$ cat src/hdl/fbc_params.svh
// Constants for the flash command sequencer: command codes, unlock addresses and timing
`ifndef FBC_PARAMS_SVH
`define FBC_PARAMS_SVH
// ==============================
// Widths and address fields
`define FBC_ADDR_W 19
`define FBC_DATA_W 16
`define FBC_KEEP_LSB 12
`define FBC_UNLK1_WORD 12'h555
`define FBC_UNLK2_WORD 12'h2AA
`define FBC_UNLK1_BYTE 12'hAAA
`define FBC_UNLK2_BYTE 12'h555
`define FBC_OFS_MFR 8'h00
`define FBC_OFS_DEV_WORD 8'h01
`define FBC_OFS_DEV_BYTE 8'h02
`define FBC_OFS_PROT_WORD 8'h02
`define FBC_OFS_PROT_BYTE 8'h04
// ==============================
// Command data codes
`define FBC_D_RESET 8'hF0
`define FBC_D_UNLK1 8'hAA
`define FBC_D_UNLK2 8'h55
`define FBC_D_PROGRAM 8'hA0
`define FBC_D_BYPASS 8'h20
`define FBC_D_AUTOSEL 8'h90
`define FBC_D_BYP_EXIT 8'h00
`define FBC_D_ERASE_SETUP 8'h80
`define FBC_D_CHIP_ERASE 8'h10
`define FBC_D_SECT_ERASE 8'h30
`define FBC_D_SUSPEND 8'hB0
`define FBC_D_RESUME 8'h30
// ==============================
// Timing
`define FBC_CLK_PERIOD_NS 4
`define FBC_WE_LOW_NS 30
`define FBC_WE_LOW_CYC ((`FBC_WE_LOW_NS + `FBC_CLK_PERIOD_NS - 1) / `FBC_CLK_PERIOD_NS)
`define FBC_WE_HIGH_NS 20
`define FBC_WE_HIGH_CYC ((`FBC_WE_HIGH_NS + `FBC_CLK_PERIOD_NS - 1) / `FBC_CLK_PERIOD_NS)
`define FBC_READ_ACC_NS 70
`define FBC_READ_ACC_CYC ((`FBC_READ_ACC_NS + `FBC_CLK_PERIOD_NS - 1) / `FBC_CLK_PERIOD_NS)
`define FBC_SYNC_CYC 2
`define FBC_ERASE_WINDOW_US 50
`define FBC_ERASE_WINDOW_CYC ((`FBC_ERASE_WINDOW_US * 1000) / `FBC_CLK_PERIOD_NS)
`endif

$ cat src/hdl/fbc_pkg.sv
// Types shared by the flash command sequencer and its bus cycle engine
package fbc_pkg;
  typedef enum logic [3:0] {
    OP_READ, OP_RESET, OP_ID_MFR, OP_ID_DEV, OP_PROT_QUERY, OP_PROGRAM, OP_BYP_ENTER,
    OP_BYP_PROGRAM, OP_BYP_EXIT, OP_CHIP_ERASE, OP_SECT_ERASE, OP_SECT_ADD, OP_SUSPEND, OP_RESUME
  } fbc_op_t;
  typedef enum logic [1:0] {S_IDLE, S_ISSUE, S_WAIT} fbc_seq_state_t;
  typedef enum logic [2:0] {P_IDLE, P_SETUP, P_STROBE, P_HOLD, P_DONE} fbc_phy_state_t;
  typedef struct packed {
    logic [18:0] addr;
    logic [15:0] data;
    logic rd;
    logic last;
  } fbc_step_t;
endpackage : fbc_pkg

$ cat src/hdl/fbc_cyc_if.sv
// One bus cycle request between the sequencer and the bus cycle engine
interface fbc_cyc_if;
  logic req;
  logic wr;
  logic [18:0] addr;
  logic [15:0] wdata;
  logic done;
  logic [15:0] rdata;
  modport seq (output req, output wr, output addr, output wdata, input done, input rdata);
  modport phy (input req, input wr, input addr, input wdata, output done, output rdata);
endinterface : fbc_cyc_if

$ cat src/hdl/fbc_bus_cycle.sv
// Bus cycle engine: turns one request into a timed chip-enable/write-enable/output-enable cycle
`include "fbc_params.svh"
module fbc_bus_cycle (
  // Clock and reset
  input wire logic clock_in,
  input wire logic resetn_in,
  // Request from the sequencer
  fbc_cyc_if.phy cyc,
  // Flash pins
  output logic [18:0] flash_addr_out,
  output logic flash_ce_n_out,
  output logic flash_we_n_out,
  output logic flash_oe_n_out,
  output logic [15:0] flash_dq_out,
  output logic flash_dq_oe_n_out,
  input wire logic [15:0] flash_dq_in
);
  localparam int WE_LOW_MIN = `FBC_WE_LOW_CYC;
  fbc_pkg::fbc_phy_state_t st_q, st_d;
  logic [5:0] cnt_q, cnt_d;
  logic wr_q, wr_d;
  logic [18:0] addr_q, addr_d;
  logic [15:0] wdat_q, wdat_d, rdat_q, rdat_d;
  logic ce_n_q, ce_n_d, we_n_q, we_n_d, oe_n_q, oe_n_d, doe_n_q, doe_n_d;
  logic [15:0] dq_s1_q, dq_s2_q, dq_s3_q;
  logic [5:0] low_len_q;

  // ==============================
  // Cycle sequencing
  always_comb begin
    st_d = st_q;
    cnt_d = cnt_q;
    wr_d = wr_q;
    addr_d = addr_q;
    wdat_d = wdat_q;
    rdat_d = rdat_q;
    ce_n_d = ce_n_q;
    we_n_d = we_n_q;
    oe_n_d = oe_n_q;
    doe_n_d = doe_n_q;
    case (st_q)
      fbc_pkg::P_IDLE: if (cyc.req) begin
        wr_d = cyc.wr;
        addr_d = cyc.addr;
        wdat_d = cyc.wdata;
        ce_n_d = 1'b0;
        doe_n_d = !cyc.wr;
        st_d = fbc_pkg::P_SETUP;
      end
      fbc_pkg::P_SETUP: begin
        // Address is settled a cycle before the later falling strobe, see RQ3
        we_n_d = !wr_q;
        oe_n_d = wr_q;
        cnt_d = wr_q ? 6'(`FBC_WE_LOW_CYC - 1) : 6'(`FBC_READ_ACC_CYC + `FBC_SYNC_CYC - 1);
        st_d = fbc_pkg::P_STROBE;
      end
      fbc_pkg::P_STROBE: begin
        if (cnt_q != 6'h00) begin
          cnt_d = cnt_q - 6'h01;
        end else if (wr_q || dq_s2_q == dq_s3_q) begin
          rdat_d = dq_s3_q;
          we_n_d = 1'b1;
          oe_n_d = 1'b1;
          cnt_d = 6'(`FBC_WE_HIGH_CYC - 1);
          st_d = fbc_pkg::P_HOLD;
        end
      end
      fbc_pkg::P_HOLD: begin
        // Write-enable rises first, so data is still driven at the earlier rising edge, see RQ4
        if (cnt_q != 6'h00) begin
          cnt_d = cnt_q - 6'h01;
        end else begin
          ce_n_d = 1'b1;
          doe_n_d = 1'b1;
          st_d = fbc_pkg::P_DONE;
        end
      end
      fbc_pkg::P_DONE: st_d = fbc_pkg::P_IDLE;
      default: st_d = fbc_pkg::P_IDLE;
    endcase
  end

  always_ff @(posedge clock_in or negedge resetn_in) begin
    if (!resetn_in) begin
      st_q <= fbc_pkg::P_IDLE;
      cnt_q <= 6'h00;
      wr_q <= 1'b0;
      addr_q <= 19'h00000;
      wdat_q <= 16'h0000;
      rdat_q <= 16'h0000;
      ce_n_q <= 1'b1;
      we_n_q <= 1'b1;
      oe_n_q <= 1'b1;
      doe_n_q <= 1'b1;
    end else begin
      st_q <= st_d;
      cnt_q <= cnt_d;
      wr_q <= wr_d;
      addr_q <= addr_d;
      wdat_q <= wdat_d;
      rdat_q <= rdat_d;
      ce_n_q <= ce_n_d;
      we_n_q <= we_n_d;
      oe_n_q <= oe_n_d;
      doe_n_q <= doe_n_d;
    end
  end

  // ==============================
  // Read data synchroniser; a word counts once stages two and three agree
  always_ff @(posedge clock_in or negedge resetn_in) begin
    if (!resetn_in) begin
      dq_s1_q <= 16'h0000;
      dq_s2_q <= 16'h0000;
      dq_s3_q <= 16'h0000;
    end else begin
      dq_s1_q <= flash_dq_in;
      dq_s2_q <= dq_s1_q;
      dq_s3_q <= dq_s2_q;
    end
  end

  assign cyc.done = (st_q == fbc_pkg::P_DONE);
  assign cyc.rdata = rdat_q;
  assign flash_addr_out = addr_q;
  assign flash_ce_n_out = ce_n_q;
  assign flash_we_n_out = we_n_q;
  assign flash_oe_n_out = oe_n_q;
  assign flash_dq_out = wdat_q;
  assign flash_dq_oe_n_out = doe_n_q;

  // ==============================
  // Checks
  always_ff @(posedge clock_in or negedge resetn_in) begin
    if (!resetn_in) begin
      low_len_q <= 6'h00;
    end else begin
      low_len_q <= we_n_q ? 6'h00 : low_len_q + 6'h01;
    end
  end
endmodule : fbc_bus_cycle

$ cat src/hdl/fbc_host.sv
// Host-side command sequencer that drives a two-bank parallel flash through its pins
`include "fbc_params.svh"
// Functional notes
// RQ1: Reset write F0 returns bank to reading.
// RQ2: Sequences start with AA then 55 unlocks.
// RQ3: Address latched at later falling strobe edge.
// RQ4: Data latched at earlier rising strobe edge.
// RQ5: Sector from A18-A12, bank from A18-A16.
// RQ6: All sequence cycles are writes except reads.
// RQ7: Upper data byte ignored in command cycles.
// RQ8: Upper address ignored unless bank needed.
// RQ9: Array reads need no command writes.
// RQ10: Autoselect: 90 at bank address, then read.
// RQ11: Protect query returns 00 or 01.
// RQ12: Bypass entry 20; then two-write program works.
// RQ13: Bypass exit: 90 to bank, then 00.
// RQ14: Chip erase: six writes ending 10.
// RQ15: Sector erase: sixth write 30 at sector.
// RQ16: Suspend B0 only during sector erase.
// RQ17: Suspended bank allows reads, program, autoselect.
// RQ18: Resume 30 only while suspended.
// RQ19: Busy bank reports status bits and ready.
// RQ20: Bypass mode accepts only bypass program, reset.
// RQ21: 50 us window for extra erase sectors.
// RQ22: Running erase ignores commands but suspend.
// RQ23: Mismatching write aborts the sequence.
module fbc_host #(
  parameter int ERASE_WINDOW_CYC = `FBC_ERASE_WINDOW_CYC
) (
  // Clock and reset
  input wire logic clock_in,
  input wire logic resetn_in,
  // Command port
  input wire logic cmd_valid_in,
  output logic cmd_ready_out,
  input wire fbc_pkg::fbc_op_t cmd_op_in,
  input wire logic [18:0] cmd_addr_in,
  input wire logic [15:0] cmd_data_in,
  input wire logic byte_mode_in,
  // Response
  output logic rsp_valid_out,
  output logic rsp_refused_out,
  output logic [15:0] rsp_data_out,
  // Tracked device mode
  output logic bypass_out,
  output logic suspended_out,
  output logic erasing_out,
  output logic erase_window_out,
  output logic busy_out,
  // Flash pins
  output logic [18:0] flash_addr_out,
  output logic flash_ce_n_out,
  output logic flash_we_n_out,
  output logic flash_oe_n_out,
  output logic [15:0] flash_dq_out,
  output logic flash_dq_oe_n_out,
  input wire logic [15:0] flash_dq_in,
  input wire logic flash_ready_busy_n_in
);
  localparam int WW = $clog2(ERASE_WINDOW_CYC + 1);

  fbc_cyc_if cyc ();
  fbc_pkg::fbc_seq_state_t st_q, st_d;
  fbc_pkg::fbc_op_t op_q, op_d;
  fbc_pkg::fbc_step_t stp;
  logic [18:0] addr_q, addr_d;
  logic [15:0] data_q, data_d, rdat_q, rdat_d;
  logic bm_q, bm_d;
  logic [2:0] step_q, step_d;
  logic rv_q, rv_d, rr_q, rr_d;
  logic byp_q, byp_d, susp_q, susp_d, erase_q, erase_d, chip_q, chip_d, seen_q, seen_d;
  logic [WW-1:0] win_q, win_d;
  logic rb_s1_q, rb_s2_q, rb_s3_q, busy_q, busy_d;

  // ==============================
  // Sequence tables
  function automatic logic [18:0] mrg(input logic [18:0] a, input logic [11:0] lo);
    // Bank and sector bits ride along; the device ignores them where no bank is needed, see RQ8 RQ5
    mrg = {a[18:`FBC_KEEP_LSB], lo};
  endfunction : mrg

  function automatic fbc_pkg::fbc_step_t step_fn(input fbc_pkg::fbc_op_t op, input logic [2:0] s,
                                                 input logic bm, input logic [18:0] a, input logic [15:0] d);
    logic [11:0] u1;
    logic [11:0] u2;
    logic [7:0] ofs;
    fbc_pkg::fbc_step_t r;
    u1 = bm ? `FBC_UNLK1_BYTE : `FBC_UNLK1_WORD;
    u2 = bm ? `FBC_UNLK2_BYTE : `FBC_UNLK2_WORD;
    ofs = (op == fbc_pkg::OP_ID_MFR) ? `FBC_OFS_MFR :
          (op == fbc_pkg::OP_ID_DEV) ? (bm ? `FBC_OFS_DEV_BYTE : `FBC_OFS_DEV_WORD) :
          (bm ? `FBC_OFS_PROT_BYTE : `FBC_OFS_PROT_WORD);
    r = '0;
    // Upper data byte is left zero in command cycles, see RQ7
    case (op)
      fbc_pkg::OP_READ: begin // see RQ9
        r.addr = a; r.rd = 1'b1; r.last = 1'b1;
      end
      fbc_pkg::OP_RESET: begin // see RQ1
        r.addr = a; r.data = {8'h00, `FBC_D_RESET}; r.last = 1'b1;
      end
      fbc_pkg::OP_BYP_PROGRAM: begin // see RQ12
        r.addr = a;
        r.data = (s == 3'h0) ? {8'h00, `FBC_D_PROGRAM} : d;
        r.last = (s == 3'h1);
      end
      fbc_pkg::OP_BYP_EXIT: begin // see RQ13
        r.addr = a;
        r.data = {8'h00, (s == 3'h0) ? `FBC_D_AUTOSEL : `FBC_D_BYP_EXIT};
        r.last = (s == 3'h1);
      end
      fbc_pkg::OP_SECT_ADD: begin // see RQ21
        r.addr = a; r.data = {8'h00, `FBC_D_SECT_ERASE}; r.last = 1'b1;
      end
      fbc_pkg::OP_SUSPEND: begin // see RQ16
        r.addr = a; r.data = {8'h00, `FBC_D_SUSPEND}; r.last = 1'b1;
      end
      fbc_pkg::OP_RESUME: begin // see RQ18
        r.addr = a; r.data = {8'h00, `FBC_D_RESUME}; r.last = 1'b1;
      end
      default: begin
        // Unlock-led sequences, see RQ2 RQ6
        case ((s > 3'h2 && op < fbc_pkg::OP_CHIP_ERASE) ? 3'h7 : s)
          3'h0, 3'h3: begin r.addr = mrg(a, u1); r.data = {8'h00, `FBC_D_UNLK1}; end
          3'h1, 3'h4: begin r.addr = mrg(a, u2); r.data = {8'h00, `FBC_D_UNLK2}; end
          3'h2: begin
            r.addr = mrg(a, u1);
            case (op)
              fbc_pkg::OP_PROGRAM: r.data = {8'h00, `FBC_D_PROGRAM};
              fbc_pkg::OP_BYP_ENTER: begin r.data = {8'h00, `FBC_D_BYPASS}; r.last = 1'b1; end
              fbc_pkg::OP_CHIP_ERASE, fbc_pkg::OP_SECT_ERASE: r.data = {8'h00, `FBC_D_ERASE_SETUP};
              default: r.data = {8'h00, `FBC_D_AUTOSEL}; // see RQ10
            endcase
          end
          default: begin
            r.data = d;
            r.addr = a;
            if (op == fbc_pkg::OP_PROGRAM) begin
              r.last = 1'b1;
            end else if (op == fbc_pkg::OP_CHIP_ERASE || op == fbc_pkg::OP_SECT_ERASE) begin
              // Step 5 closes the erase; step 3 and 4 were covered above, see RQ14 RQ15
              r.addr = (op == fbc_pkg::OP_CHIP_ERASE) ? mrg(a, u1) : a;
              r.data = {8'h00, (op == fbc_pkg::OP_CHIP_ERASE) ? `FBC_D_CHIP_ERASE : `FBC_D_SECT_ERASE};
              r.last = 1'b1;
            end else if (s == 3'h3) begin
              // Autoselect read at bank or sector address, see RQ10 RQ11
              r.addr = {a[18:8], ofs}; r.rd = 1'b1;
            end else begin
              // Leave autoselect again so the bank is back to reading, see RQ1
              r.data = {8'h00, `FBC_D_RESET}; r.last = 1'b1;
            end
          end
        endcase
      end
    endcase
    step_fn = r;
  endfunction : step_fn

  // Commands the device would ignore or abort on are refused here, see RQ20 RQ22 RQ23 RQ17
  function automatic logic op_ok(input fbc_pkg::fbc_op_t op, input logic byp, input logic susp,
                                 input logic ers, input logic chip, input logic win);
    if (chip) op_ok = (op == fbc_pkg::OP_READ);
    else if (ers) op_ok = (op == fbc_pkg::OP_READ) || (op == fbc_pkg::OP_SUSPEND) ||
                          (win && (op == fbc_pkg::OP_SECT_ADD || op == fbc_pkg::OP_RESET));
    else if (byp) op_ok = (op == fbc_pkg::OP_READ) || (op == fbc_pkg::OP_BYP_PROGRAM) ||
                          (op == fbc_pkg::OP_BYP_EXIT);
    else begin
      case (op)
        fbc_pkg::OP_BYP_PROGRAM, fbc_pkg::OP_BYP_EXIT, fbc_pkg::OP_SUSPEND, fbc_pkg::OP_SECT_ADD: op_ok = 1'b0;
        fbc_pkg::OP_RESUME: op_ok = susp;
        fbc_pkg::OP_CHIP_ERASE, fbc_pkg::OP_SECT_ERASE, fbc_pkg::OP_BYP_ENTER: op_ok = !susp;
        default: op_ok = 1'b1;
      endcase
    end
  endfunction : op_ok

  // ==============================
  // Sequencer
  assign stp = step_fn(op_q, step_q, bm_q, addr_q, data_q);
  assign cyc.req = (st_q == fbc_pkg::S_ISSUE);
  assign cyc.wr = !stp.rd;
  assign cyc.addr = stp.addr;
  assign cyc.wdata = stp.data;

  always_comb begin
    st_d = st_q;
    op_d = op_q;
    addr_d = addr_q;
    data_d = data_q;
    bm_d = bm_q;
    step_d = step_q;
    rdat_d = rdat_q;
    rv_d = 1'b0;
    rr_d = rr_q;
    byp_d = byp_q;
    susp_d = susp_q;
    erase_d = erase_q;
    chip_d = chip_q;
    seen_d = seen_q;
    win_d = (win_q != '0) ? win_q - WW'(1) : win_q;
    busy_d = (rb_s2_q == rb_s3_q) ? !rb_s3_q : busy_q;
    // Erase ends when the ready line has gone busy and come back, see RQ19
    if ((erase_q || chip_q) && busy_q) seen_d = 1'b1;
    if ((erase_q || chip_q) && seen_q && !busy_q) begin
      erase_d = 1'b0;
      chip_d = 1'b0;
      seen_d = 1'b0;
    end
    case (st_q)
      fbc_pkg::S_IDLE: if (cmd_valid_in) begin
        op_d = cmd_op_in;
        addr_d = cmd_addr_in;
        data_d = cmd_data_in;
        bm_d = byte_mode_in;
        step_d = 3'h0;
        if (op_ok(cmd_op_in, byp_q, susp_q, erase_q, chip_q, win_q != '0)) begin
          st_d = fbc_pkg::S_ISSUE;
        end else begin
          rv_d = 1'b1;
          rr_d = 1'b1;
        end
      end
      fbc_pkg::S_ISSUE: st_d = fbc_pkg::S_WAIT;
      fbc_pkg::S_WAIT: if (cyc.done) begin
        if (stp.rd) rdat_d = cyc.rdata;
        if (!stp.last) begin
          step_d = step_q + 3'h1;
          st_d = fbc_pkg::S_ISSUE;
        end else begin
          st_d = fbc_pkg::S_IDLE;
          rv_d = 1'b1;
          rr_d = 1'b0;
          case (op_q)
            fbc_pkg::OP_BYP_ENTER: byp_d = 1'b1; // see RQ12
            fbc_pkg::OP_BYP_EXIT: byp_d = 1'b0; // see RQ13
            fbc_pkg::OP_CHIP_ERASE: begin chip_d = 1'b1; seen_d = 1'b0; end
            fbc_pkg::OP_SECT_ERASE, fbc_pkg::OP_SECT_ADD: begin // see RQ21
              erase_d = 1'b1;
              win_d = WW'(ERASE_WINDOW_CYC);
            end
            fbc_pkg::OP_SUSPEND: begin // see RQ16
              susp_d = 1'b1; erase_d = 1'b0; seen_d = 1'b0; win_d = '0;
            end
            fbc_pkg::OP_RESUME: begin // see RQ18
              susp_d = 1'b0; erase_d = 1'b1; seen_d = 1'b0;
            end
            fbc_pkg::OP_RESET: if (erase_q) begin // see RQ21
              erase_d = 1'b0; win_d = '0;
            end
            default: ;
          endcase
        end
      end
      default: st_d = fbc_pkg::S_IDLE;
    endcase
  end

  always_ff @(posedge clock_in or negedge resetn_in) begin
    if (!resetn_in) begin
      st_q <= fbc_pkg::S_IDLE;
      op_q <= fbc_pkg::OP_READ;
      addr_q <= 19'h00000;
      data_q <= 16'h0000;
      bm_q <= 1'b0;
      step_q <= 3'h0;
      rdat_q <= 16'h0000;
      rv_q <= 1'b0;
      rr_q <= 1'b0;
      byp_q <= 1'b0;
      susp_q <= 1'b0;
      erase_q <= 1'b0;
      chip_q <= 1'b0;
      seen_q <= 1'b0;
      win_q <= '0;
      busy_q <= 1'b0;
      rb_s1_q <= 1'b1;
      rb_s2_q <= 1'b1;
      rb_s3_q <= 1'b1;
    end else begin
      st_q <= st_d;
      op_q <= op_d;
      addr_q <= addr_d;
      data_q <= data_d;
      bm_q <= bm_d;
      step_q <= step_d;
      rdat_q <= rdat_d;
      rv_q <= rv_d;
      rr_q <= rr_d;
      byp_q <= byp_d;
      susp_q <= susp_d;
      erase_q <= erase_d;
      chip_q <= chip_d;
      seen_q <= seen_d;
      win_q <= win_d;
      busy_q <= busy_d;
      rb_s1_q <= flash_ready_busy_n_in;
      rb_s2_q <= rb_s1_q;
      rb_s3_q <= rb_s2_q;
    end
  end

  fbc_bus_cycle u_cycle (
    .clock_in(clock_in),
    .resetn_in(resetn_in),
    .cyc(cyc.phy),
    .flash_addr_out(flash_addr_out),
    .flash_ce_n_out(flash_ce_n_out),
    .flash_we_n_out(flash_we_n_out),
    .flash_oe_n_out(flash_oe_n_out),
    .flash_dq_out(flash_dq_out),
    .flash_dq_oe_n_out(flash_dq_oe_n_out),
    .flash_dq_in(flash_dq_in)
  );

  assign cmd_ready_out = (st_q == fbc_pkg::S_IDLE);
  assign rsp_valid_out = rv_q;
  assign rsp_refused_out = rr_q;
  assign rsp_data_out = rdat_q;
  assign bypass_out = byp_q;
  assign suspended_out = susp_q;
  assign erasing_out = erase_q || chip_q;
  assign erase_window_out = (win_q != '0);
  assign busy_out = busy_q;
endmodule : fbc_host

$ cat config.mk
export PLATFORM = sky130hd
export DESIGN_NAME = fbc_host
export DESIGN_NICKNAME = d
export VERILOG_FILES = /design/src/hdl/fbc_pkg.sv /design/src/hdl/fbc_cyc_if.sv /design/src/hdl/fbc_bus_cycle.sv /design/src/hdl/fbc_host.sv
export VERILOG_INCLUDE_DIRS = /design/src /design/src/hdl
export SDC_FILE = /design/constraint.sdc
export NUM_CORES = 1
export LEC_CHECK = 0
export BUFFER_PORTS_ARGS = -buffer_cell sky130_fd_sc_hd__buf_4
export CAP_MARGIN = 20
export CORE_MARGIN = 4
export CORE_UTILIZATION = 62
export CTS_CLUSTER_DIAMETER = 120
export DETAILED_ROUTE_END_ITERATION = 16
export PLACE_DENSITY = 0.82
export REMOVE_ABC_BUFFERS = 1
export SLEW_MARGIN = 10
export SYNTH_ARGS = -nofsm -noshare
export SYNTH_HDL_FRONTEND = slang
export SYNTH_SLANG_ARGS = --single-unit
$ cat constraint.sdc
create_clock -name clock_in -period 4.95 [get_ports clock_in]
set_input_delay 0 -clock clock_in [delete_from_list [all_inputs] [get_ports clock_in]]
set_output_delay 0 -clock clock_in [all_outputs]
set_load 0.005 [all_outputs]
Yosys cells after proc, flatten, opt, wreduce, memory -nomap -nowiden
Index checks and enable logic that the tools add are counted.
{"block": "totals", "register_bits": 199, "input_bits": 60, "out_inout_bits": 63, "word_cells": 243}
{"block": "classes", "addsub": 3, "n_lt_le_gt_ge": 2, "n_eq_ne": 47, "muxes": 98, "bitwise_logic": 1, "reduce_logical": 60}
{"operator": "$pmux W16 S6", "count": 1}
{"operator": "$pmux W28 S3", "count": 1}
{"operator": "$mux W14", "count": 5}
{"operator": "$eq A4 B4 Y1 const B", "count": 12}
{"operator": "$mux W1", "count": 42}
{"operator": "$pmux W14 S3", "count": 1}
{"operator": "$mux W12", "count": 3}
{"operator": "$mux W3", "count": 11}
{"operator": "$mux W16", "count": 2}
{"operator": "$mux W29", "count": 1}
{"operator": "$mux W28", "count": 1}
{"operator": "$mux W6", "count": 4}
{"operator": "$pmux W8 S3", "count": 1}
{"operator": "$pmux W1 S2", "count": 11}
{"operator": "$eq A4 B3 Y1 const B", "count": 5}
{"operator": "$pmux W6 S3", "count": 1}
{"operator": "$reduce_and A3 Y1", "count": 6}
{"operator": "$eq A16 B16 Y1", "count": 1}
{"operator": "$mux W8", "count": 2}
{"operator": "$ne A2 B2 Y1 const B", "count": 8}
{"operator": "$reduce_and A4 Y1", "count": 4}
{"operator": "$eq A3 B2 Y1 const B", "count": 5}
{"operator": "$reduce_bool A14 Y1", "count": 1}
{"operator": "$sub A14 B1 Y14 const B", "count": 1}
{"operator": "other kinds (38)", "count": 81}

Logic depth before layout (Yosys ltp)
Gate-level depths: netlist of the first run.
{"block": "logic_depth", "depth_word": 11, "mapped_depth": 10, "mapped_depth_nobuf": 8}

Cells and area by module
Synthesis of the first run repeated with hierarchy kept, for this count alone.
{"block": "unflattened", "hier_cells": 828, "hier_area_um2": 9193.8}
{"module": "fbc_host", "instances": 1, "cells_each": 565, "area_per_inst_um2": 5077.4, "seq_area_each_um2": 2155.8}
{"module": "fbc_bus_cycle", "instances": 1, "cells_each": 263, "area_per_inst_um2": 4116.4, "seq_area_each_um2": 2832.7}

Worst setup path before layout of the first run
OpenSTA, ideal clock, no wires.
{"block": "synth_path", "path_type": "register -> register", "from": "register step_q[0]", "to": "register rdat_q[10] (netlist: rsp_data_out[10])", "setup_ps": 125, "arrival_time_ps": 2192, "required_time_ps": 4825, "slack_ps": 2633, "path_stages_with_launch": 9, "path_buffers": 1, "period_less_slack_ps": 2317, "cell_sequence": "dfrtp_1 inv_1 ha_1 or3_4 a21boi_4 nand3_2 a21boi_4 buf_12 mux2_4"}
{"block": "synth_between", "elab_chain_len": 8, "word_cells_on_any_way": 16, "classes_between": "order compare: 1; eq/ne: 5; mux: 6; reduce/logical: 4"}
{"element": "start, declared", "line_no": "fbc_host.sv:69", "text": "logic [2:0] step_q, step_d;"}
{"element": "start signal, assigned", "line_no": "fbc_host.sv:285", "text": "step_q <= step_d;"}
{"element": "$gt A3 B2 Y1", "line_no": "fbc_host.sv:123", "text": "case ((s > 3'h2 && op < fbc_pkg::OP_CHIP_ERASE) ? 3'h7 : s)"}
{"element": "$logic_and A1 B1 Y1", "line_no": "fbc_host.sv:123"}
{"element": "$mux W3", "line_no": "fbc_host.sv:123"}
{"element": "$eq A3 B2 Y1 (tied with other cells)", "line_no": "fbc_host.sv:123"}
{"element": "$reduce_or A5 Y1 (no line)"}
{"element": "$mux W1 *", "line_no": "fbc_host.sv:123"}
{"element": "$pmux W1 S2 *", "line_no": "fbc_host.sv:95", "text": "case (op)"}
{"element": "$reduce_and A3 Y1 (no line) *"}
{"element": "end signal, assigned", "line_no": "fbc_host.sv:286", "text": "rdat_q <= rdat_d;"}
{"element": "end, declared", "line_no": "fbc_host.sv:67", "text": "logic [15:0] data_q, data_d, rdat_q, rdat_d;"}
Mark *: on every way between the ends. The rest lies on a longest branch, timed or not.
A chain may end at the register's enable or synchronous reset.

Final worst setup path of the first run
{"block": "layout_path", "from": "register op_q[1]", "to": "register win_q[13]"}
{"block": "layout_between", "elab_chain_len": 10, "word_cells_on_any_way": 33, "classes_between": "order compare: 1; eq/ne: 14; mux: 10; reduce/logical: 8"}
{"element": "start, declared", "line_no": "fbc_host.sv:64", "text": "fbc_pkg::fbc_op_t op_q, op_d;"}
{"element": "start signal, assigned", "line_no": "fbc_host.sv:261", "text": "op_q <= fbc_pkg::OP_READ;"}
{"element": "start signal, assigned", "line_no": "fbc_host.sv:281", "text": "op_q <= op_d;"}
{"element": "$lt A4 B4 Y1", "line_no": "fbc_host.sv:123"}
{"element": "$logic_and A1 B1 Y1", "line_no": "fbc_host.sv:123"}
{"element": "$mux W3", "line_no": "fbc_host.sv:123"}
{"element": "$eq A3 B1 Y1 (tied with other cells)", "line_no": "fbc_host.sv:123"}
{"element": "$reduce_or A4 Y1 (no line)"}
{"element": "$pmux W1 S2", "line_no": "fbc_host.sv:123"}
{"element": "$pmux W1 S2", "line_no": "fbc_host.sv:95"}
{"element": "$mux W14 *", "line_no": "fbc_host.sv:226", "text": "if (!stp.last) begin"}
{"element": "$mux W14 *", "line_no": "fbc_host.sv:224", "text": "fbc_pkg::S_WAIT: if (cyc.done) begin"}
{"element": "$mux W14 *", "line_no": "fbc_host.sv:209", "text": "case (st_q)"}
{"element": "via win_d[13]", "line_no": "fbc_host.sv:72", "text": "logic [WW-1:0] win_q, win_d;"}
{"element": "end signal, assigned", "line_no": "fbc_host.sv:294", "text": "win_q <= win_d;"}
{"element": "end, declared", "line_no": "fbc_host.sv:72"}
Mark *: on every way through the listed nets, which the timed path passes. The rest lies on a longest branch.

==> results of run 1 <==
[state kept, by name (all words and copies together), names as in the netlist, 2 cells and up]
register and cells:
addr_q 19, u_cycle.flash_addr_out 19, data_q 16, rsp_data_out 16, u_cycle.cyc.rdata 16, u_cycle.dq_s1_q 16, u_cycle.dq_s2_q 16, u_cycle.dq_s3_q 16
u_cycle.flash_dq_out 16, win_q 14, u_cycle.cnt_q 6, op_q 4, step_q 3, u_cycle.st_q 3, st_q 2
[power by group through the flow]
stage	Clock, mW	Sequential [mW]	Combinational (mW)
final	1.39	2.58	1.78
after global routing	1.47	2.62	1.95
after CTS	1.40	2.54	1.74
after detailed placement	0	2.56	1.70
after global placement	0	2.53	1.63
after floorplan	0	2.44	1.11
[layout make-up]
cell class	count	area, um^2	area share, %
well taps	180	225	2.05
repair buffers	185	1540	14.0
inverters	19	71.3	0.650
multi-input cells	506	3550	32.4
clock inverters	12	145	1.32
clock buffers	20	447	4.07
flip-flops and latches	199	4990	45.5
[routing by layer]
layer	up-vias	global-route usage (%)	part of all wire [%]
li1	3066	-	-
met1	3276	36.6	41
met2	281	48.5	51
met3	51	5.52	5.5
met4	0	9.78	2.4
met5	-	0	0
[synth_stat cells, types with 5 or more instances]
cell,count
sky130_fd_sc_hd__xor2_1,23
sky130_fd_sc_hd__a31oi_1,7
sky130_fd_sc_hd__nor3_1,10
sky130_fd_sc_hd__nand2_1,72
sky130_fd_sc_hd__inv_1,18
sky130_fd_sc_hd__nand2b_1,13
sky130_fd_sc_hd__ha_1,10
sky130_fd_sc_hd__nand3_1,11
sky130_fd_sc_hd__a22o_1,12
sky130_fd_sc_hd__o22ai_1,7
sky130_fd_sc_hd__clkbuf_1,27
sky130_fd_sc_hd__o31ai_1,7
sky130_fd_sc_hd__a211oi_1,8
sky130_fd_sc_hd__nand3b_1,6
sky130_fd_sc_hd__mux2_4,10
sky130_fd_sc_hd__dfstp_2,7
sky130_fd_sc_hd__o21ai_0,48
sky130_fd_sc_hd__dfrtp_1,192
sky130_fd_sc_hd__nor2b_1,10
sky130_fd_sc_hd__a21oi_1,34
sky130_fd_sc_hd__mux2_2,57
sky130_fd_sc_hd__nor2_1,51
sky130_fd_sc_hd__nor4_1,9
sky130_fd_sc_hd__o32ai_1,5
[stage by stage]
step                      instances  total power, mW  util [%]
after global routing           1121             6.04      79.0
after CTS                      1121             5.68      79.0
after detailed placement       1031             4.25      70.6
after global placement         1031             4.15      70.6
after floorplan                 724             3.55         -
final                          1121             5.75      79.0
[logic make-up (layout without fill, tap and decap cells)]
kind of cell / after synthesis / in the layout / synth area share [%]
fa+ha+maj: 10 / 10 / 1.43
mux: 71 / 71 / 9.50
flops: 199 / 199 / 56.9
buf+inv: 53 / 236 / 2.60
xor+xnor: 27 / 27 / 2.70
compound gates: 183 / 183 / 14.6
simple gates: 215 / 215 / 12.2
[worst paths after layout]
check,startpoint,endpoint,slack (ps),depth (start not counted)
max in group asynchronous,resetn_in,rsp_data_out[8],3570,3
hold / removal,resetn_in,win_q[3],170,2
hold reg to reg,u_cycle.dq_s1_q[10],u_cycle.dq_s2_q[10],350,0
setup / recovery,op_q[1],win_q[13],1700,7
setup reg to reg,op_q[1],win_q[13],1700,7
min in group clock_in,flash_dq_in[11],u_cycle.dq_s1_q[11],220,2
==> load_flow_metrics.sql, run 1 <==
INSERT INTO impl_metrics (metric_group, metric, value, unit) VALUES
('grt', 'grt-ovfl-total', '0', ''),
('sta', 'final_critical_path_setup_slack', '1700', 'ps'),
('logic_synthesis', 'yosysWarningCount', '0', ''),
('sta', 'slew_headroom', '26.7', '%'),
('setup_path', 'data_arrival_time_at_the_worst_slack_endpoint', '3540', 'ps'),
('detailed_routing', 'route.detailed.vias_per_inst', '5.95', ''),
('setup_path', 'crit_path_cell_trace', 'clkinv_1 > a32oi_1 > buf_4 > a221oi_2 > o211ai_4 > nor2_2 > o32ai_1', ''),
('logic_synthesis', 'dominantRegCellSynth', 'sky130_fd_sc_hd__dfrtp_1', ''),
('power_and_ir_drop', 'pwr-share-comb', '31.0', '%'),
('setup_path', 'worstSetupStartpointType', 'flip-flop', ''),
('logic_synthesis', 'synth.ff_latch_count', '199', ''),
('sta', 'fin_setup_tns', '0', 'ps'),
('floorplan', 'die_y', '127', 'um'),
('detailed_routing', 'vias', '6674', ''),
('power_and_ir_drop', 'static-leakage-power', '4.97', 'nW'),
('power_and_ir_drop', 'ratio_of_total_power_to_cell_area', '524', 'nW/um^2'),
('sta', 'setup-violations-final', '0', ''),
('layout', 'antenna_cells', '0', ''),
('floorplan', 'design.core.area', '13900', 'um^2'),
('layout', 'layout.cells.most_common', 'sky130_fd_sc_hd__dfrtp_1', ''),
('run', 'drv.max_cap_violation_count', '0', ''),
('power_and_ir_drop', 'switchingPower', '2.04', 'mW'),
('hold_path', 'worstHoldPathType', 'in2async', ''),
('detailed_routing', 'firstDrtPassIters', '8', ''),
('setup_path', 'crit_required', '5250', 'ps'),
('clock_network', 'max_clock_buf_depth', '2', ''),
('clock_network', 'postCtsSetupRepairBufs', '0', ''),
('setup_path', 'critical_path.slowest_cell', 'sky130_fd_sc_hd__dfrtp_1', ''),
('run_status', 'status', 'finished clean', ''),
('logic_synthesis', 'synthesis.area', '8760', 'um^2'),
('clock_network', 'hold_buffer_count_at_cts', '58', ''),
('setup_path', 'critPathMaxFanout', '25', ''),
('power_and_ir_drop', 'power.share.switching', '35.5', '%'),
('sta', 'timing.fmax', '308', 'MHz'),
('floorplan', 'fp.dieArea', '16100', 'um^2'),
('grt', 'grt_use_total', '28.4', '%'),
('detailed_routing', 'finalWirelength', '22300', 'um'),
('floorplan', 'floorplan.io_pins', '123', ''),
('sta', 'min_period_over_period', '65.6', '%'),
('grt', 'grt_pass1_vias', '7064', ''),
('sta', 'fin_hold_ws', '167', 'ps'),
('logic_synthesis', 'yosysUniqueCellTypes', '80', ''),
('detailed_routing', 'drt.antenna.violating_nets', '0', ''),
('placement', 'detailed_place_hpwl', '13800', 'um'),
('layout', 'num-fill-cells', '835', ''),
('layout', 'nNetsFinal', '998', ''),
('placement', 'port_buffers', '122', ''),
('setup_path', 'crit_type', 'reg2reg', ''),
('grt', 'antenna_violations_before_repair', '0', ''),
('logic_synthesis', 'yosys_top_cell_by_area', 'sky130_fd_sc_hd__dfrtp_1', ''),
('logic_synthesis', 'syn-mean-instance-area', '11.6', 'um^2'),
('floorplan', 'start_util', '63.1', '%'),
('clock_network', 'cts_tree', 'done', ''),
('clock_network', 'cts.reportedPaths.clkPinSlew', '70', 'ps'),
('floorplan', 'die_w', '127', 'um'),
('logic_synthesis', 'synth_top_area_share', '54.8', '%'),
('placement', 'place_area', '9800', 'um^2'),
('sta', 'unrepaired_setup_endpoints_after_global_routing', 'no', ''),
('layout', 'drive_above_1_share', '27.2', '%'),
('placement', 'place_worst_setup_slack', '1900', 'ps'),
('clock_network', 'tritoncts.num_buffers', '17', ''),
('power_and_ir_drop', 'power.share.clock', '24.1', '%'),
('layout', 'stdcell_area', '11000', 'um^2'),
('sta', 'timing_worst_slew_pin_value', '1100', 'ps'),
('detailed_routing', 'drt_iter0_markers', '576', ''),
('floorplan', 'row_count', '43', ''),
('clock_network', 'ctsResizeCount', '0', ''),
('placement', 'finalWeightedCongestion', '0.963', ''),
('clock_network', 'root_buffer', 'sky130_fd_sc_hd__clkbuf_16', ''),
('grt', 'grt_first_pass_wirelength', '36300', 'um'),
('logic_synthesis', 'synthCells', '758', '');
Note: power is estimated with default switching activity, not from simulation.
==> inputs of run 2 (changes only) <==
--- a/config.mk
+++ b/config.mk
@@ -9,10 +9,10 @@
 export BUFFER_PORTS_ARGS = -buffer_cell sky130_fd_sc_hd__buf_4
 export CAP_MARGIN = 20
 export CORE_MARGIN = 4
-export CORE_UTILIZATION = 62
+export CORE_UTILIZATION = 52
 export CTS_CLUSTER_DIAMETER = 120
 export DETAILED_ROUTE_END_ITERATION = 16
-export PLACE_DENSITY = 0.82
+export PLACE_DENSITY = 0.73
 export REMOVE_ABC_BUFFERS = 1
 export SLEW_MARGIN = 10
 export SYNTH_ARGS = -nofsm -noshare
==> constraint.sdc (replaced) <==
create_clock -name clock_in -period 2.95 [get_ports clock_in]
set_input_delay 0 -clock clock_in [delete_from_list [all_inputs] [get_ports clock_in]]
set_output_delay 0 -clock clock_in [all_outputs]
set_load 0.005 [all_outputs]
==> load_flow_metrics.sql, run 2 (synthesis gave the netlist of run 1 again) <==
INSERT INTO impl_metrics (metric_group, metric, value, unit) VALUES
('run_status', 'status', 'finished clean', ''),
('detailed_routing', 'route.detailed.vias_per_inst', '5.59', ''),
('layout', 'flow.area_growth_from_synthesis', '27.7', '%'),
('setup_path', 'crit_type', 'reg2reg', ''),
('setup_path', 'critPathMaxStageDelay', '580', 'ps'),
('power_and_ir_drop', 'switchingPower', '3.33', 'mW'),
('placement', 'detailed_place_hpwl', '14200', 'um'),
('grt', 'grt_use_total', '22.7', '%'),
('layout', 'nNetsFinal', '1016', ''),
('detailed_routing', 'firstDrtPassIters', '6', ''),
('sta', 'setup-violations-final', '0', ''),
('floorplan', 'row_count', '47', ''),
('sta', 'timing_worst_slew_pin_value', '883', 'ps'),
('layout', 'drive_above_1_share', '28.9', '%'),
('detailed_routing', 'drt.antenna.violating_nets', '0', ''),
('floorplan', 'die_y', '138', 'um'),
('layout', 'layout_common_cells', '192 x sky130_fd_sc_hd__dfrtp_1, 142 x sky130_fd_sc_hd__buf_4, 72 x sky130_fd_sc_hd__nand2_1, 58 x sky130_fd_sc_hd__dlygate4sd3_1, 57 x sky130_fd_sc_hd__mux2_2', ''),
('power_and_ir_drop', 'power.share.clock', '24.3', '%'),
('power_and_ir_drop', 'power.share.switching', '34.8', '%'),
('clock_network', 'tritoncts.num_buffers', '17', ''),
('power_and_ir_drop', 'ratio_of_total_power_to_cell_area', '856', 'nW/um^2'),
('setup_path', 'worst-r2r-cell-count', '7', ''),
('power_and_ir_drop', 'worst_ir_drop_vdd', '0.503', 'mV'),
('sta', 'fin_hold_ws', '112', 'ps'),
('grt', 'grt_max_degree', '68', ''),
('clock_network', 'max_clock_buf_depth', '2', ''),
('placement', 'port_buffers', '122', ''),
('setup_path', 'crit_required', '3270', 'ps'),
('clock_network', 'cts.reportedPaths.clkPinSlew', '70', 'ps'),
('detailed_routing', 'avgRoutedWirePerCell', '17.5', 'um'),
('clock_network', 'postCtsSetupRepairBufs', '0', ''),
('power_and_ir_drop', 'post-layout-total-power', '9.58', 'mW'),
('grt', 'grt-ovfl-total', '0', ''),
('clock_network', 'cts_tree', 'done', ''),
('setup_path', 'critical_path.slowest_cell', 'sky130_fd_sc_hd__dfrtp_1', ''),
('layout', 'antenna_cells', '0', ''),
('floorplan', 'die_w', '138', 'um'),
('sta', 'hold_viol', '0', ''),
('layout', 'num-fill-cells', '1218', ''),
('detailed_routing', 'vias', '6589', ''),
('power_and_ir_drop', 'share_seq_of_total_power', '43.8', '%'),
('sta', 'unrepaired_setup_endpoints_after_global_routing', 'no', ''),
('sta', 'finalWorstPathRequiredPeriod', '2650', 'ps'),
('power_and_ir_drop', 'static-leakage-power', '5.08', 'nW'),
('floorplan', 'design.core.area', '16500', 'um^2'),
('setup_path', 'crit_path_cell_trace', 'buf_4 > nand3b_1 > a32oi_1 > a221oi_2 > o211ai_4 > nor2_2 > o32ai_1', ''),
('run', 'drv.max_cap_violation_count', '0', ''),
('setup_path', 'worstSetupStartpointType', 'flip-flop', ''),
('setup_path', 'worst-r2r-setup-slack', '300', 'ps'),
('sta', 'min_period_over_period', '90.0', '%'),
('grt', 'grt_pass1_vias', '6672', ''),
('sta', 'clock_skew', '12.1', 'ps'),
('grt', 'grt_first_pass_wirelength', '33900', 'um'),
('power_and_ir_drop', 'pwr-share-comb', '32.0', '%'),
('floorplan', 'start_util', '53.0', '%'),
('clock_network', 'worst_skew_pair.late_latency', '430', 'ps'),
('power_and_ir_drop', 'internal_power', '6.25', 'mW'),
('setup_path', 'critPathMaxFanout', '19', ''),
('sta', 'timing.fmax', '377', 'MHz'),
('layout', 'layout.cells.most_common', 'sky130_fd_sc_hd__dfrtp_1', ''),
('detailed_routing', 'drt_iter0_markers', '550', ''),
('floorplan', 'floorplan.io_pins', '123', ''),
('floorplan', 'fp.dieArea', '19000', 'um^2'),
('detailed_routing', 'finalWirelength', '20700', 'um'),
('placement', 'place_worst_setup_slack', '361', 'ps'),
('clock_network', 'htreeDepth', '4', ''),
('detailed_routing', 'drc', '0', ''),
('grt', 'antenna_violations_before_repair', '0', ''),
('clock_network', 'root_buffer', 'sky130_fd_sc_hd__clkbuf_16', ''),
('setup_path', 'data_arrival_time_at_the_worst_slack_endpoint', '2980', 'ps'),
('sta', 'final_critical_path_setup_slack', '296', 'ps'),
('sta', 'slew_headroom', '40.7', '%'),
('sta', 'finalMaxSlewViolations', '0', ''),
('hold_path', 'worstHoldPathType', 'in2async', ''),
('clock_network', 'cts_num_sinks', '199', ''),
('placement', 'finalWeightedCongestion', '0.911', ''),
('setup_path', 'worst_setup_path_end_kind', 'flip-flop', ''),
('sta', 'fin_setup_tns', '0', 'ps');
run 2: metrics by stage:
| stage | instance area, um^2 | instances | util, % |
|---|---|---|---|
| after floorplan | 8610 | 724 | - |
| after global placement | 10000 | 1089 | 60.6 |
| after detailed placement | 10000 | 1089 | 60.6 |
| after CTS | 11200 | 1179 | 67.7 |
| after global routing | 11200 | 1179 | 67.7 |
| final | 11200 | 1179 | 67.7 |
run 2: final timing paths:
kind	start	endpoint
max	op_q[2]	win_q[13]
min	resetn_in	u_cycle.dq_s2_q[6]
max reg2reg	op_q[2]	win_q[13]
min reg2reg	u_cycle.dq_s1_q[11]	u_cycle.dq_s2_q[11]
max in group asynchronous	resetn_in	rb_s1_q
min in group clock_in	flash_ready_busy_n_in	rb_s1_q
run 2: power groups by stage:
| stage | registers, mW | clock network (mW) | logic (mW) |
|---|---|---|---|
| CTS | 4.18 | 2.36 | 3.06 |
| global route | 4.30 | 2.47 | 3.40 |
| global placement | 4.18 | 0 | 2.90 |
| finish | 4.19 | 2.33 | 3.06 |
| detailed placement | 4.22 | 0 | 2.97 |
| floorplan | 4.09 | 0 | 1.87 |
run 2: worst max-delay path, delay by kind of cell, from the launching register on:
kind            cells  cell delay [ps]
compound gates      4             1300
simple gates        2              390
buf+inv             1              260
flops               1              580
run 2: area by class of cell:
type	instances	area, um^2	share of cell area [%]
flip-flops and latches	199	4990	44.6
multi-input cells	506	3550	31.8
repair buffers	203	1700	15.2
clock buffers	20	467	4.17
well taps	220	275	2.46
clock inverters	12	133	1.19
inverters	19	71.3	0.637
run 2: what timing repair did:
item / in CTS / in global routing
hold buffers: 58 / 0
gates resized for setup: 0 / 0
endpoints found under the hold margin: 118 / 0
run 2: per-layer routing:
metal / track usage [%] / vias up / routed length, um
met5: 0 / - / 0
met2: 37.4 / 210 / 10100
met3: 4.24 / 37 / 1020
met4: 7.52 / 0 / 347
met1: 30.5 / 3242 / 9210
li1: - / 3100 / -
